<file path="src/core/wdt_pkg.sv">
// constants shared by the watchdog core and its helpers
// assumes a 100 MHz core clock and an 8-bit I/O port bus on one clock
package wdt_pkg;

   // ==========================================================
   // host I/O bus
   localparam int unsigned DATA_W          = 8;
   localparam int unsigned ADDR_W          = 16;
   localparam logic [15:0] INDEX_PORT_ADDR = 16'h002e;
   localparam logic [15:0] DATA_PORT_ADDR  = 16'h002f;

   // ==========================================================
   // configuration keys and register indices
   localparam logic [7:0]  UNLOCK_KEY      = 8'h87;
   localparam logic [7:0]  LOCK_KEY        = 8'haa;
   localparam logic [7:0]  IDX_LDEV_SEL    = 8'h07;
   localparam logic [7:0]  IDX_ACTIVATE    = 8'h30;
   localparam logic [7:0]  IDX_UNIT        = 8'hf5;
   localparam logic [7:0]  IDX_COUNT       = 8'hf6;
   localparam logic [7:0]  IDX_CTRL        = 8'hf7;
   localparam logic [7:0]  LDEV_WATCHDOG   = 8'h08;
   localparam logic [7:0]  RST_BYTE        = 8'h00;
   localparam logic [7:0]  COUNT_STOPPED   = 8'h00;
   localparam logic [7:0]  COUNT_LAST      = 8'h01;

   // ==========================================================
   // field positions
   localparam int unsigned ACT_EN_BIT      = 0;
   localparam int unsigned UNIT_MIN_BIT    = 3;
   localparam int unsigned UNIT_FAST_BIT   = 4;
   localparam int unsigned CTRL_KBD_BIT    = 6;
   localparam int unsigned CTRL_FORCE_BIT  = 5;
   localparam int unsigned CTRL_STATUS_BIT = 4;

   // ==========================================================
   // timing
   localparam int unsigned CLK_PERIOD_NS   = 10;
   localparam int unsigned MS_NS           = 1000000;
   localparam int unsigned MS_CYCLES       = MS_NS / CLK_PERIOD_NS;
   localparam int unsigned PRESCALE_W      = 17;
   localparam int unsigned UNIT_W          = 16;
   localparam logic [15:0] MS_PER_SEC      = 16'h03e8;
   localparam logic [15:0] MS_PER_MIN      = 16'hea60;
   localparam logic [15:0] MS_PER_FAST_SEC = 16'h0001;
   localparam logic [15:0] MS_PER_FAST_MIN = 16'h003c;

   // ==========================================================
   // configuration access state
   typedef enum logic [1:0] {
      CFG_LOCKED   = 2'b00,
      CFG_KEY_SEEN = 2'b01,
      CFG_OPEN     = 2'b10
   } cfg_state_t;

endpackage

</file>
<file path="src/core/unit_tick_if.sv">
// carrier between the watchdog core and its unit tick generator
// assumes both ends sit on the same core clock
`timescale 1ns/100ps
interface unit_tick_if;
   logic unit_minutes;
   logic unit_fast;
   logic restart;
   logic tick;

   // ==========================================================
   // tick generator end and consumer end
   modport gen  (input unit_minutes, input unit_fast, input restart,
                 output tick);
   modport user (output unit_minutes, output unit_fast, output restart,
                 input tick);
endinterface

</file>
<file path="src/core/unit_tick_gen.sv">
// one-cycle tick per selected count unit
// assumes restart is a same-clock level from the watchdog core
`timescale 1ns/100ps
module unit_tick_gen #(
   parameter int unsigned CYCLES_PER_MS = wdt_pkg::MS_CYCLES
) (
   // clock and reset
   input  wire logic   i_clk,
   input  wire logic   i_nrst,
   // unit selection and tick
   unit_tick_if.gen    tick_bus
);
   import wdt_pkg::*;

   // ==========================================================
   // elaboration checks
   if (CYCLES_PER_MS < 1 || CYCLES_PER_MS > (1 << PRESCALE_W)) begin : g_chk
      $error("CYCLES_PER_MS out of range");
   end

   localparam logic [PRESCALE_W-1:0] MS_LAST =
      PRESCALE_W'(CYCLES_PER_MS - 1);

   logic [PRESCALE_W-1:0] ms_cnt_reg;
   logic [UNIT_W-1:0]     unit_cnt_reg;
   logic                  ms_tick;
   logic                  tick_reg;

   // milliseconds per unit; fast mode is a thousandth of the unit
   function automatic logic [UNIT_W-1:0] unit_ms(input logic minutes,
                                                 input logic fast);
      unit_ms = minutes ? (fast ? MS_PER_FAST_MIN : MS_PER_MIN)
                        : (fast ? MS_PER_FAST_SEC : MS_PER_SEC);
   endfunction

   assign ms_tick = (ms_cnt_reg == MS_LAST);

   // millisecond prescaler
   always_ff @(posedge i_clk or negedge i_nrst) begin
      if (!i_nrst)
         ms_cnt_reg <= '0;
      else if (tick_bus.restart || ms_tick)
         ms_cnt_reg <= '0;
      else
         ms_cnt_reg <= ms_cnt_reg + 1'b1;
   end

   // unit counter; a unit change applies from the next millisecond
   always_ff @(posedge i_clk or negedge i_nrst) begin
      if (!i_nrst) begin
         unit_cnt_reg <= '0;
         tick_reg     <= 1'b0;
      end else if (tick_bus.restart) begin
         unit_cnt_reg <= '0;
         tick_reg     <= 1'b0;
      end else if (ms_tick) begin
         if (unit_cnt_reg + 1'b1 >=
             unit_ms(tick_bus.unit_minutes, tick_bus.unit_fast)) begin
            unit_cnt_reg <= '0;
            tick_reg     <= 1'b1;
         end else begin
            unit_cnt_reg <= unit_cnt_reg + 1'b1;
            tick_reg     <= 1'b0;
         end
      end else begin
         tick_reg <= 1'b0;
      end
   end

   assign tick_bus.tick = tick_reg;
endmodule

</file>
<file path="src/core/pin_sync.sv">
// three-stage synchroniser with a stable level and a rising pulse
// assumes an asynchronous pin input
`timescale 1ns/100ps
module pin_sync (
   // clock and reset
   input  wire logic i_clk,
   input  wire logic i_nrst,
   // pin in, clean level and edge out
   input  wire logic i_pin,
   output logic      o_level,
   output logic      o_rise
);
   logic s1_reg;
   logic s2_reg;
   logic s3_reg;
   logic level_reg;
   logic rise_reg;

   // only s2 reads s1, so metastability stays in the first stage
   always_ff @(posedge i_clk or negedge i_nrst) begin
      if (!i_nrst) begin
         s1_reg <= 1'b0;
         s2_reg <= 1'b0;
         s3_reg <= 1'b0;
      end else begin
         s1_reg <= i_pin;
         s2_reg <= s1_reg;
         s3_reg <= s2_reg;
      end
   end

   // a change counts once stages two and three agree
   always_ff @(posedge i_clk or negedge i_nrst) begin
      if (!i_nrst) begin
         level_reg <= 1'b0;
         rise_reg  <= 1'b0;
      end else begin
         rise_reg <= (s2_reg == s3_reg) && s2_reg && !level_reg;
         if (s2_reg == s3_reg)
            level_reg <= s2_reg;
      end
   end

   assign o_level = level_reg;
   assign o_rise  = rise_reg;
endmodule

</file>
<file path="src/core/indexed_port_watchdog_timer.sv">
// watchdog timer behind an index/data configuration port pair
// assumes single-cycle read and write strobes on the core clock
//
// Functional notes
// - index port at 2e selects a register, data port at 2f accesses it
// - each data access uses the index most recently written while config space is open
// - two consecutive unlock key writes to index port open config space
// - lock key written to index port closes config space again
// - value 08 at index 07 selects the watchdog register set
// - writing 01 at index 30 enables the watchdog; off after reset
// - unit bit 3: 0 counts seconds (default), 1 counts minutes
// - unit bit 4 makes the unit a thousandth of the bit 3 unit
// - count zero stops the timer; 01 to ff set timeout length
// - count running out without a new write asserts timeout output
// - every count write restarts the timer from the written value
// - control bit 6 lets keyboard activity reload the timer
// - control bit 5 write forces timeout at once, then reads zero
// - control bit 4 reads one after the watchdog has timed out
`timescale 1ns/100ps
module indexed_port_watchdog_timer #(
   parameter int unsigned CYCLES_PER_MS = wdt_pkg::MS_CYCLES
) (
   // clock and reset
   input  wire logic                        i_clk,
   input  wire logic                        i_nrst,
   // host I/O port bus
   input  wire logic [wdt_pkg::ADDR_W-1:0] i_io_addr,
   input  wire logic                        i_io_wr,
   input  wire logic                        i_io_rd,
   input  wire logic [wdt_pkg::DATA_W-1:0] i_io_wdata,
   output logic      [wdt_pkg::DATA_W-1:0] o_io_rdata,
   output logic                             o_io_rvalid,
   // keyboard activity pin
   input  wire logic                        i_kbd_activity,
   // watchdog outputs
   output logic                             o_wdt_timeout,
   output logic                             o_timeout_status,
   output logic                             o_wdt_running
);
   import wdt_pkg::*;

   // ==========================================================
   // declarations

   cfg_state_t        cfg_state_reg;
   cfg_state_t        cfg_state_next;
   logic [DATA_W-1:0] index_reg;
   logic [DATA_W-1:0] ldev_reg;
   logic [DATA_W-1:0] activate_reg;
   logic [DATA_W-1:0] unit_reg;
   logic [DATA_W-1:0] reload_reg;
   logic [DATA_W-1:0] count_reg;
   logic [DATA_W-1:0] count_next;
   logic              kbd_en_reg;
   logic              status_reg;
   logic              timeout_reg;
   logic              running_reg;
   logic [DATA_W-1:0] rdata_reg;
   logic              rvalid_reg;

   logic              idx_wr;
   logic              data_wr;
   logic              data_rd;
   logic              idx_rd;
   logic              cfg_open;
   logic              wdt_sel;
   logic              wr_ldev;
   logic              wr_activate;
   logic              wr_unit;
   logic              wr_count;
   logic              wr_ctrl;
   logic              wdt_active;
   logic              force_timeout;
   logic              kbd_rise;
   logic              kbd_reload;
   logic              expire;
   logic              status_clr;

   unit_tick_if       tick_bus ();

   // ==========================================================
   // helpers

   // watchdog register hit for a given index
   function automatic logic wdt_hit(input logic sel,
                                    input logic [DATA_W-1:0] idx,
                                    input logic [DATA_W-1:0] want);
      wdt_hit = sel && (idx == want);
   endfunction

   // readback image of the control and status register
   function automatic logic [DATA_W-1:0] ctrl_image(input logic kbd,
                                                    input logic stat);
      logic [DATA_W-1:0] img;
      img                  = RST_BYTE;
      img[CTRL_KBD_BIT]    = kbd;
      img[CTRL_STATUS_BIT] = stat;
      ctrl_image = img;
   endfunction

   // ==========================================================
   // port decode

   // address match on the two ports only
   assign idx_wr  = i_io_wr && (i_io_addr == INDEX_PORT_ADDR);
   assign idx_rd  = i_io_rd && (i_io_addr == INDEX_PORT_ADDR);
   assign data_wr = i_io_wr && (i_io_addr == DATA_PORT_ADDR)
                    && cfg_open;
   assign data_rd = i_io_rd && (i_io_addr == DATA_PORT_ADDR);

   assign cfg_open = (cfg_state_reg == CFG_OPEN);
   assign wdt_sel  = (ldev_reg == LDEV_WATCHDOG);

   // register write strobes
   assign wr_ldev     = data_wr && (index_reg == IDX_LDEV_SEL);
   assign wr_activate = data_wr && wdt_hit(wdt_sel, index_reg,
                                           IDX_ACTIVATE);
   assign wr_unit     = data_wr && wdt_hit(wdt_sel, index_reg,
                                           IDX_UNIT);
   assign wr_count    = data_wr && wdt_hit(wdt_sel, index_reg,
                                           IDX_COUNT);
   assign wr_ctrl     = data_wr && wdt_hit(wdt_sel, index_reg,
                                           IDX_CTRL);

   // ==========================================================
   // configuration lock state

   // any index write other than the key breaks the unlock pair
   always_comb begin
      cfg_state_next = cfg_state_reg;
      case (cfg_state_reg)
         CFG_LOCKED: begin
            if (idx_wr && i_io_wdata == UNLOCK_KEY)
               cfg_state_next = CFG_KEY_SEEN;
         end
         CFG_KEY_SEEN: begin
            if (idx_wr)
               cfg_state_next = (i_io_wdata == UNLOCK_KEY) ?
                                CFG_OPEN : CFG_LOCKED;
         end
         CFG_OPEN: begin
            if (idx_wr && i_io_wdata == LOCK_KEY)
               cfg_state_next = CFG_LOCKED;
         end
         default: begin
            cfg_state_next = CFG_LOCKED;
         end
      endcase
   end

   always_ff @(posedge i_clk or negedge i_nrst) begin
      if (!i_nrst)
         cfg_state_reg <= CFG_LOCKED;
      else
         cfg_state_reg <= cfg_state_next;
   end

   // index latch while open; the lock key is not stored as an index
   always_ff @(posedge i_clk or negedge i_nrst) begin
      if (!i_nrst)
         index_reg <= RST_BYTE;
      else if (idx_wr && cfg_open && i_io_wdata != LOCK_KEY)
         index_reg <= i_io_wdata;
   end

   // ==========================================================
   // configuration registers

   // logical device select
   always_ff @(posedge i_clk or negedge i_nrst) begin
      if (!i_nrst)
         ldev_reg <= RST_BYTE;
      else if (wr_ldev)
         ldev_reg <= i_io_wdata;
   end

   // activation; watchdog held off until software enables it
   always_ff @(posedge i_clk or negedge i_nrst) begin
      if (!i_nrst)
         activate_reg <= RST_BYTE;
      else if (wr_activate)
         activate_reg <= i_io_wdata;
   end

   // count unit selection, seconds by default
   always_ff @(posedge i_clk or negedge i_nrst) begin
      if (!i_nrst)
         unit_reg <= RST_BYTE;
      else if (wr_unit)
         unit_reg <= i_io_wdata;
   end

   // last written count, used again by keyboard reloads
   always_ff @(posedge i_clk or negedge i_nrst) begin
      if (!i_nrst)
         reload_reg <= COUNT_STOPPED;
      else if (wr_count)
         reload_reg <= i_io_wdata;
   end

   // keyboard reload enable, off by default
   always_ff @(posedge i_clk or negedge i_nrst) begin
      if (!i_nrst)
         kbd_en_reg <= 1'b0;
      else if (wr_ctrl)
         kbd_en_reg <= i_io_wdata[CTRL_KBD_BIT];
   end

   // ==========================================================
   // unit ticks and keyboard input

   assign wdt_active = activate_reg[ACT_EN_BIT];

   // bit 3 picks minutes, bit 4 divides the unit by a thousand
   assign tick_bus.unit_minutes = unit_reg[UNIT_MIN_BIT];
   assign tick_bus.unit_fast    = unit_reg[UNIT_FAST_BIT];

   // realign the unit grid so a fresh count gets a full first unit
   assign tick_bus.restart = wr_count || kbd_reload || !wdt_active;

   unit_tick_gen #(
      .CYCLES_PER_MS (CYCLES_PER_MS)
   ) u_tick (
      .i_clk    (i_clk),
      .i_nrst   (i_nrst),
      .tick_bus (tick_bus)
   );

   pin_sync u_kbd_sync (
      .i_clk   (i_clk),
      .i_nrst  (i_nrst),
      .i_pin   (i_kbd_activity),
      .o_level (),
      .o_rise  (kbd_rise)
   );

   // keyboard strobe only refreshes a running countdown
   assign kbd_reload = kbd_en_reg && kbd_rise && wdt_active
                       && (count_reg != COUNT_STOPPED)
                       && !wr_count;

   // ==========================================================
   // countdown

   // expiry on the last unit of a running count
   assign expire = wdt_active && !wr_count && !kbd_reload
                   && tick_bus.tick
                   && (count_reg == COUNT_LAST);

   // forced timeout bit is a strobe and is never stored
   assign force_timeout = wr_ctrl && i_io_wdata[CTRL_FORCE_BIT];

   always_comb begin
      count_next = count_reg;
      if (wr_count)
         count_next = i_io_wdata;
      else if (kbd_reload)
         count_next = reload_reg;
      else if (wdt_active && tick_bus.tick
               && count_reg != COUNT_STOPPED)
         count_next = count_reg - COUNT_LAST;
   end

   // zero means stopped; expiry leaves the count at zero
   always_ff @(posedge i_clk or negedge i_nrst) begin
      if (!i_nrst)
         count_reg <= COUNT_STOPPED;
      else
         count_reg <= count_next;
   end

   // ==========================================================
   // timeout signalling

   // status clears by writing 1 to bit 4; a new timeout wins
   assign status_clr = wr_ctrl && i_io_wdata[CTRL_STATUS_BIT];

   always_ff @(posedge i_clk or negedge i_nrst) begin
      if (!i_nrst)
         status_reg <= 1'b0;
      else if (expire || force_timeout)
         status_reg <= 1'b1;
      else if (status_clr)
         status_reg <= 1'b0;
   end

   // one pulse per expiry or forced timeout
   always_ff @(posedge i_clk or negedge i_nrst) begin
      if (!i_nrst)
         timeout_reg <= 1'b0;
      else
         timeout_reg <= expire || force_timeout;
   end

   // running indication for the board
   always_ff @(posedge i_clk or negedge i_nrst) begin
      if (!i_nrst)
         running_reg <= 1'b0;
      else
         running_reg <= wdt_active && (count_next != COUNT_STOPPED);
   end

   // ==========================================================
   // read path

   // locked space and unknown indices read as zero
   always_ff @(posedge i_clk or negedge i_nrst) begin
      if (!i_nrst) begin
         rdata_reg  <= RST_BYTE;
         rvalid_reg <= 1'b0;
      end else begin
         rvalid_reg <= idx_rd || data_rd;
         if (idx_rd)
            rdata_reg <= cfg_open ? index_reg : RST_BYTE;
         else if (data_rd && cfg_open) begin
            if (index_reg == IDX_LDEV_SEL)
               rdata_reg <= ldev_reg;
            else if (wdt_hit(wdt_sel, index_reg, IDX_ACTIVATE))
               rdata_reg <= activate_reg;
            else if (wdt_hit(wdt_sel, index_reg, IDX_UNIT))
               rdata_reg <= unit_reg;
            else if (wdt_hit(wdt_sel, index_reg, IDX_COUNT))
               rdata_reg <= count_reg;
            else if (wdt_hit(wdt_sel, index_reg, IDX_CTRL))
               rdata_reg <= ctrl_image(kbd_en_reg, status_reg);
            else
               rdata_reg <= RST_BYTE;
         end else if (data_rd)
            rdata_reg <= RST_BYTE;
      end
   end

   // ==========================================================
   // outputs

   assign o_io_rdata       = rdata_reg;
   assign o_io_rvalid      = rvalid_reg;
   assign o_wdt_timeout    = timeout_reg;
   assign o_timeout_status = status_reg;
   assign o_wdt_running    = running_reg;
endmodule

</file>
<file path="config.mk">
export PLATFORM = sky130hd
export DESIGN_NAME = indexed_port_watchdog_timer
export DESIGN_NICKNAME = d
export VERILOG_FILES = /design/src/core/wdt_pkg.sv /design/src/core/unit_tick_if.sv /design/src/core/unit_tick_gen.sv /design/src/core/pin_sync.sv /design/src/core/indexed_port_watchdog_timer.sv
export SDC_FILE = /design/constraint.sdc
export NUM_CORES = 1
export LEC_CHECK = 0
export ABC_AREA = 1
export BUFFER_PORTS_ARGS = -buffer_cell sky130_fd_sc_hd__buf_4
export CORE_UTILIZATION = 55
export DETAILED_ROUTE_END_ITERATION = 16
export GPL_TIMING_DRIVEN = 0
export HOLD_SLACK_MARGIN = 0.1
export PLACE_DENSITY = 0.74
export SETUP_SLACK_MARGIN = 0.3
export SYNTH_ARGS = -nofsm -noshare
export SYNTH_HDL_FRONTEND = slang
export SYNTH_SLANG_ARGS = --single-unit
</file>
<file path="constraint.sdc">
create_clock -name i_clk -period 3.4 [get_ports i_clk]
set_clock_uncertainty 0.15 [all_clocks]
set_input_delay 0.17 -clock i_clk [delete_from_list [all_inputs] [get_ports i_clk]]
set_output_delay 0.17 -clock i_clk [all_outputs]
set_load 0.01 [all_outputs]
</file>
==> results of run 1 <==
==> layout by cell type, fill, tap and decap left out, types with 2 or more instances in the layout <==
master,count
clkbuf_8,12
o21a_1,4
nand2_4,6
xor2_1,11
nor2_2,8
xor2_2,2
nor3_4,2
a2bb2oi_1,4
dlygate4sd3_1,14
nand2_2,6
clkbuf_1,2
a21boi_0,2
buf_4,51
ha_1,24
nand3_1,50
nor2_1,64
a21oi_1,21
or2_2,8
o21ai_0,40
o21ai_1,3
nor3_1,15
nor4_4,2
nor4_1,3
bufinv_16,2
o21ai_2,26
inv_2,15
o21bai_1,2
nand3_2,6
or2_0,3
buf_6,6
dfrtp_1,102
nand2_1,168
clkinv_4,2
inv_1,88
nand4_1,30
o221ai_1,2
nor2_4,8
==> final cells by class <==
type                       instances  area (um^2)
tap                              140          175
multi-input combinational        536         3080
fill                             893         3740
sequential                       102         2550
clock inverter                     4         77.6
buffer                            12         98.8
inverter                         104          393
timing repair buffer              62          504
clock buffer                      12          165
==> synth_stat cells (all sizes together) <==
library cell	instances
a2bb2oi	4
inv	104
a211oi	1
and2	1
a21boi	3
a21oi	21
o41ai	1
nor2	80
nand3	56
and3	1
o2111a	1
buf	10
nand2	180
nand3b	1
xnor2	1
a31oi	1
xor2	13
or2	11
nor3	18
dfrtp	102
o21ai	69
a32o	1
mux2	1
clkbuf	2
o21bai	2
o31ai	1
ha	24
nand4	31
o311ai	1
nor4	6
o21a	4
o221ai	2
==> worst min-delay path, delay by kind of cell <==
| family | cells | cell delay [ps] |
|---|---|---|
| buf+inv | 3 | 200 |
| simple gates | 5 | 280 |
==> logic make-up after synthesis <==
group / Yosys count / synth area share (%)
buffers and inverters: 116 / 8.03
multiplexers: 1 / 0.185
XOR/XNOR: 14 / 2.02
flip-flops: 102 / 42.0
AND/OR/NAND/NOR: 385 / 30.8
AO/OA/AOI/OAI: 112 / 12.0
adder cells (fa/ha/maj): 24 / 4.94
==> metal layers <==
layer  routed length [um]  vias to the layer above
li1                     -                     2624
met1                 6570                     2506
met2                 6730                      146
met3                  744                       26
met4                  301                        0
met5                    0                        -
==> what timing repair did <==
action,4_1_cts,5_1_grt
setup buffers,0,8
hold endpoints to repair,141,0
hold buffers,14,0
endpoints found under the setup margin,0,17
resized for setup,0,10
==> worst max path at each step <==
stage,from,end,slack (ps),depth (start not counted)
global placement,u_tick.unit_cnt_reg[0],u_tick.unit_cnt_reg[12],410,14
CTS,u_tick.unit_cnt_reg[0],u_tick.unit_cnt_reg[7],350,14
floorplan,u_tick.unit_cnt_reg[0],u_tick.unit_cnt_reg[8],710,14
detailed placement,u_tick.unit_cnt_reg[0],u_tick.unit_cnt_reg[10],380,14
global route,u_tick.unit_cnt_reg[0],u_tick.unit_cnt_reg[7],310,14
finish,u_tick.unit_cnt_reg[0],u_tick.unit_cnt_reg[5],520,14
==> power groups by stage <==
stage / clock [mW] / combinational, mW / sequential, mW
finish: 0.910 / 0.0983 / 1.22
global route: 0.976 / 0.108 / 1.22
floorplan: 0 / 0.0228 / 1.24
global placement: 0 / 0.0854 / 1.24
detailed placement: 0 / 0.0870 / 1.24
CTS: 0.928 / 0.0985 / 1.22
==> qor.yml, run 1 <==
outcome:
  outcome: "completed"
sta:
  fmax_mhz: 347
  rsz0062_at_grt: "false"
  tightest_slew_ps: 927
  hold_viol_final: 0
  worst_hold_slack_ps: 134
  setup_tns_ps: 0
  post-route-period-util_pct: 84.8
  finalSetupViolCount: 0
  fin_crit_ps: 2880
  slew_viol_final: 0
  layout_setup_ws_ps: 516
  slew_headroom_pct: 38.2
pwr:
  power_frac_comb_pct: 4.4
  p_switching_mw: 0.496
  swShare_pct: 22.3
  irDropWorstVdd_uv: 367
  p_seq_share_pct: 54.7
  p_per_area_mw_per_mm2: 316
  pwr-share-clk_pct: 40.9
  power.total_mw: 2.23
  p_int_mw: 1.73
  power_leakage_nw: 3.59
synth:
  synth_cell_types: 49
  postSynthNetCount: 807
  ys_ff_latch: 102
  yosysTopAreaCellShare_pct: 42.0
  synth_cells: 754
  synth_top_area_cell: "dfrtp_1"
  avgSynthCellArea_um2: 8.06
  synth_area_leaders: "dfrtp_1 (42%), nand2_1 (10%), inv_1 (5.4%), ha_1 (4.9%), nand3_1 (4.3%)"
  yosysWarningCount: 0
  ys_seq_area_share_pct: 42.0
  netlist_area_mm2: 0.00608
placement:
  placed_area_mm2: 0.00655
  post-place-ws_ps: 383
  placed_cells: 934
  numPortBuffers: 40
  gp_congestion: 0.884
  dp_hpwl_mm: 10.2
clocking:
  clock-sinks: 102
  cts_root_buf: "clkbuf_8"
  clk_path_buf_depth: 2
  cts_tree: "done"
  numCtsBuffers: 9
  clkLatencyLatePin_ps: 400
  path_clk_slew_ps: 100
  htreeDepth: 3
grt:
  antenna_found_initial: 0
  grtUsageMet1_pct: 37.2
  grt_use_met2_pct: 42.5
  grt_start_max_net_pins: 103
  grt_pass1_wl_mm: 23.9
  grt-ovfl-total: 0
  grt_usage_pct: 27.1
  gr-usage-met3_pct: 5.90
  busiest_layer: "met2"
  grt_pass1_vias: 4997
min_path:
  worst_hold_path_type: "input pin to register"
  hp-start: "i_io_addr[14]"
  hold_path_end: "o_wdt_timeout"
  worstHoldPathCells: 8
setup_path:
  critPathCaptureType: "register"
  cp_slowest_cell: "dfrtp_1"
  cp-start-kind: "register"
  worst-setup-path-type: "register to register"
  reg2reg_depth: 14
  regToRegEndpoint: "u_tick.unit_cnt_reg[5]"
  cp.required_ps: 3580
  max_stage_delay_ps: 430
  worst-path-max-fanout: 10
  critical-path-top-delay-family: "simple AND/OR/NAND/NOR gates"
  arrival_ps: 3060
  timing.rr.start: "u_tick.unit_cnt_reg[0]"
  cp_num_buf_inv: 1
  r2r_slack_ps: 520
  cp_cell_sequence: "ha_1, nand2_1, nor2_4, nand3_2, nor3_2, xor2_1, ha_1, a21oi_1, o21bai_1, or2_2, nand2_4, buf_6, nand4_1, nand2_1"
finish:
  areaGrowthSynthToFinish_pct: 16.0
  final_util_pct: 65.3
  fin_nets: 880
  layout.cells.non_filler: 972
  largest_reg_flops: 17
  drive_gt1_share_pct: 20.2
  diodes: 0
  design_area_mm2: 0.00705
route:
  dr.pass1.iters: 5
  ant_nets: 0
  via_count: 5302
  viasPerCell: 5.45
  routed_wl_mm: 14.3
  drt_iter0_drc: 427
  drc: 0
  avgRoutedWirePerCell_um: 14.8
floorplanning:
  ioPinCount: 41
  die_x_um: 107
  initial_utilization_pct: 56.3
  core-area_mm2: 0.0108
  die_y_um: 107
  dieArea_mm2: 0.0115
  std_cell_rows: 38
flow_run:
  drv_cap: 0
Note: power is estimated with default switching activity, not from simulation.
==> run 2, diff against run 1 <==
Clock period 3.4 ns to 2.92 ns, I/O delays scaled along.
==> run 2 against run 1 <==
First-iteration DRC count grew 0.47%; final cell count is 1.5% higher; fmax increased by 6.3%; routed wire length up 0.87%; global-route usage decreased by 0.75 points; sequential share of layout area down 0.45 points; register-to-register slack worse by 310 ps; critical endpoint is now u_tick.unit_cnt_reg[2]; largest cell class unchanged.
==> qor.yml, run 2 (same netlist as run 1, synthesis figures left out) <==
sta:
  post-route-period-util_pct: 92.9  # +8.1 points
  setup_tns_ps: 0  # unchanged
  tightest_slew_ps: 913  # -14.4 ps
  worst_hold_slack_ps: 121  # -13.3 ps
  hold_viol_final: 0  # unchanged
  fmax_mhz: 369  # +6.3%
  slew_headroom_pct: 39.1  # +0.96 points
  layout_setup_ws_ps: 208  # -308 ps
  fin_crit_ps: 2710  # -172 ps
  rsz0062_at_grt: "true"
  finalSetupViolCount: 0  # unchanged
  slew_viol_final: 0  # unchanged
floorplanning:
  core-area_mm2: 0.0108  # unchanged
  ioPinCount: 41  # unchanged
  die_y_um: 107  # unchanged
  initial_utilization_pct: 56.3  # unchanged
  std_cell_rows: 38  # unchanged
  die_x_um: 107  # unchanged
  dieArea_mm2: 0.0115  # unchanged
route:
  viasPerCell: 5.43  # -0.42%
  drt_iter0_drc: 429  # +0.47%
  via_count: 5361  # +1.1%
  drc: 0  # unchanged
  ant_nets: 0  # unchanged
  dr.pass1.iters: 5  # unchanged
  routed_wl_mm: 14.5  # +0.87%
  avgRoutedWirePerCell_um: 14.7  # -0.66%
placement:
  post-place-ws_ps: -51.3  # -435 ps
  dp_hpwl_mm: 10.2  # -0.77%
  numPortBuffers: 40  # unchanged
  gp_congestion: 0.878  # -0.67%
  placed_area_mm2: 0.00656  # +0.15%
pwr:
  swShare_pct: 25.7  # +3.5 points
  power_frac_comb_pct: 5.1  # +0.7 points
  irDropWorstVdd_uv: 255  # -30%
  p_per_area_mw_per_mm2: 338  # +7.1%
  p_switching_mw: 0.621  # +25%
  p_int_mw: 1.79  # +3.6%
  p_seq_share_pct: 58.8  # +4.1 points
  power_leakage_nw: 3.62  # +1.1%
  pwr-share-clk_pct: 36.1  # -4.8 points
clocking:
  cts_root_buf: "clkbuf_8"
  clkLatencyLatePin_ps: 390  # about the same
  cts_tree: "done"
  htreeDepth: 3  # unchanged
  clock-sinks: 102  # unchanged
  numCtsBuffers: 9  # unchanged
  clk_path_buf_depth: 2  # unchanged
  path_clk_slew_ps: 100  # about the same
setup_path:
  critPathCaptureType: "register"
  cp.required_ps: 3100  # -480 ps
  worst-path-max-fanout: 6  # -4
  cp-start-kind: "register"
  worst-setup-path-type: "register to register"
  arrival_ps: 2890  # -170 ps
finish:
  diodes: 0  # unchanged
  drive_gt1_share_pct: 22.0  # +1.8 points
  design_area_mm2: 0.00714  # +1.3%
  layout_common_cells: "nand2_1 (167), dfrtp_1 (102), inv_1 (87)"
  largest_reg_flops: 17  # unchanged
  fin_nets: 895  # +1.7%
  layout_commonest_cell: "nand2_1"
  fill_cells: 884  # -1.0%
  areaGrowthSynthToFinish_pct: 17.5
grt:
  grt_use_met2_pct: 41.5  # -1.0 points
  grt_usage_pct: 26.4  # -0.75 points
  busiest_layer: "met2"
  grt_pass1_wl_mm: 23.4  # -2.4%
  grt-ovfl-total: 0  # unchanged
  gr-usage-met3_pct: 5.11  # -0.79 points
  antenna_found_initial: 0  # unchanged
  grt_pass1_vias: 4977  # -0.40%
  grt_start_max_net_pins: 103  # unchanged
  grtUsageMet1_pct: 36.1  # -1.1 points
outcome:
  outcome: "completed"
min_path:
  worst_hold_path_type: "input pin to register"
flow_run:
  drv_cap: 0  # unchanged
run 2: cell count changes in the layout (fill, tap and decap cells not counted), moves of 2 or more:
| cell | delta |
|---|---|
| xor2_1 | +2 |
| inv_8 | +2 |
| buf_4 | +13 |
| xor2_2 | -2 |
| bufinv_16 | -2 |
| clkbuf_8 | -3 |
| clkinvlp_4 | +3 |
| inv_6 | +2 |
run 2: final timing paths:
path | to | slack (ps) | depth (start not counted) | from
worst max register to register | u_tick.unit_cnt_reg[2] | 210 | 15 | u_tick.unit_cnt_reg[1]
worst min-delay path | o_wdt_timeout | 120 | 8 | i_io_addr[15]
worst max-delay path | u_tick.unit_cnt_reg[2] | 210 | 15 | u_tick.unit_cnt_reg[1]
max in group asynchronous | o_io_rdata[4] | 1740 | 2 | i_nrst
min in group asynchronous | u_tick.unit_cnt_reg[9] | 260 | 2 | i_nrst
worst min register to register | u_kbd_sync.s2_reg | 210 | 0 | u_kbd_sync.s1_reg
run 2: critical path, cell delays in order, from the launching register on:
cell and delay (ps):
dfrtp_1 420, nand3_2 120, inv_1 80, nand3_2 80
nor2_2 140, nand4_1 200, nor2_2 170, xor2_1 200
ha_1 280, nand3_1 90, inv_1 60, or2_4 250
nand2_4 110, buf_4 120, nand4_1 110, nand2_1 90
run 2: final cells by class:
type                            count  area (um^2)  share of cell area (%)
Inverter                          104          397                    5.56
Timing Repair Buffer               77          623                    8.73
Tap cell                          140          175                    2.45
Clock inverter                      7         63.8                   0.894
Buffer                             12         98.8                    1.38
Sequential cell                   102         2550                    35.8
Clock buffer                        9          124                    1.74
Multi-Input combinational cell    536         3110                    43.5
run 2: timing repair:
item,CTS,global route
setup endpoints to repair,17,18
gates resized for setup,8,8
gates cloned,1,0
pin swaps,10,19
hold buffers,15,0
setup buffers,13,8
endpoints found under the hold margin,146,0
run 2: through the flow:
| step | util (%) | std cells | power [mW] |
|---|---|---|---|
| 5_1_grt | 66.1 | 987 | 2.51 |
| 2_1_floorplan | - | 754 | 1.47 |
| 3_3_place_gp | 60.8 | 934 | 1.55 |
| 3_5_place_dp | 60.8 | 934 | 1.55 |
| 4_1_cts | 65.2 | 979 | 2.43 |
| 6_report | 66.1 | 987 | 2.41 |
run 2: per-layer routing:
metal,routed length (um),vias to the layer above,part of all wire [%]
met3,689,23,4.8
met5,0,-,0
met2,6800,103,47
met1,6710,2577,46
met4,269,0,1.9
li1,-,2658,-
run 2: power by group through the flow:
stage | logic, mW | registers (mW) | clock network (mW)
after global placement | 0.0998 | 1.45 | 0
after global routing | 0.135 | 1.42 | 0.956
after CTS | 0.116 | 1.42 | 0.894
final | 0.123 | 1.42 | 0.873
after detailed placement | 0.102 | 1.45 | 0
after floorplan | 0.0266 | 1.45 | 0
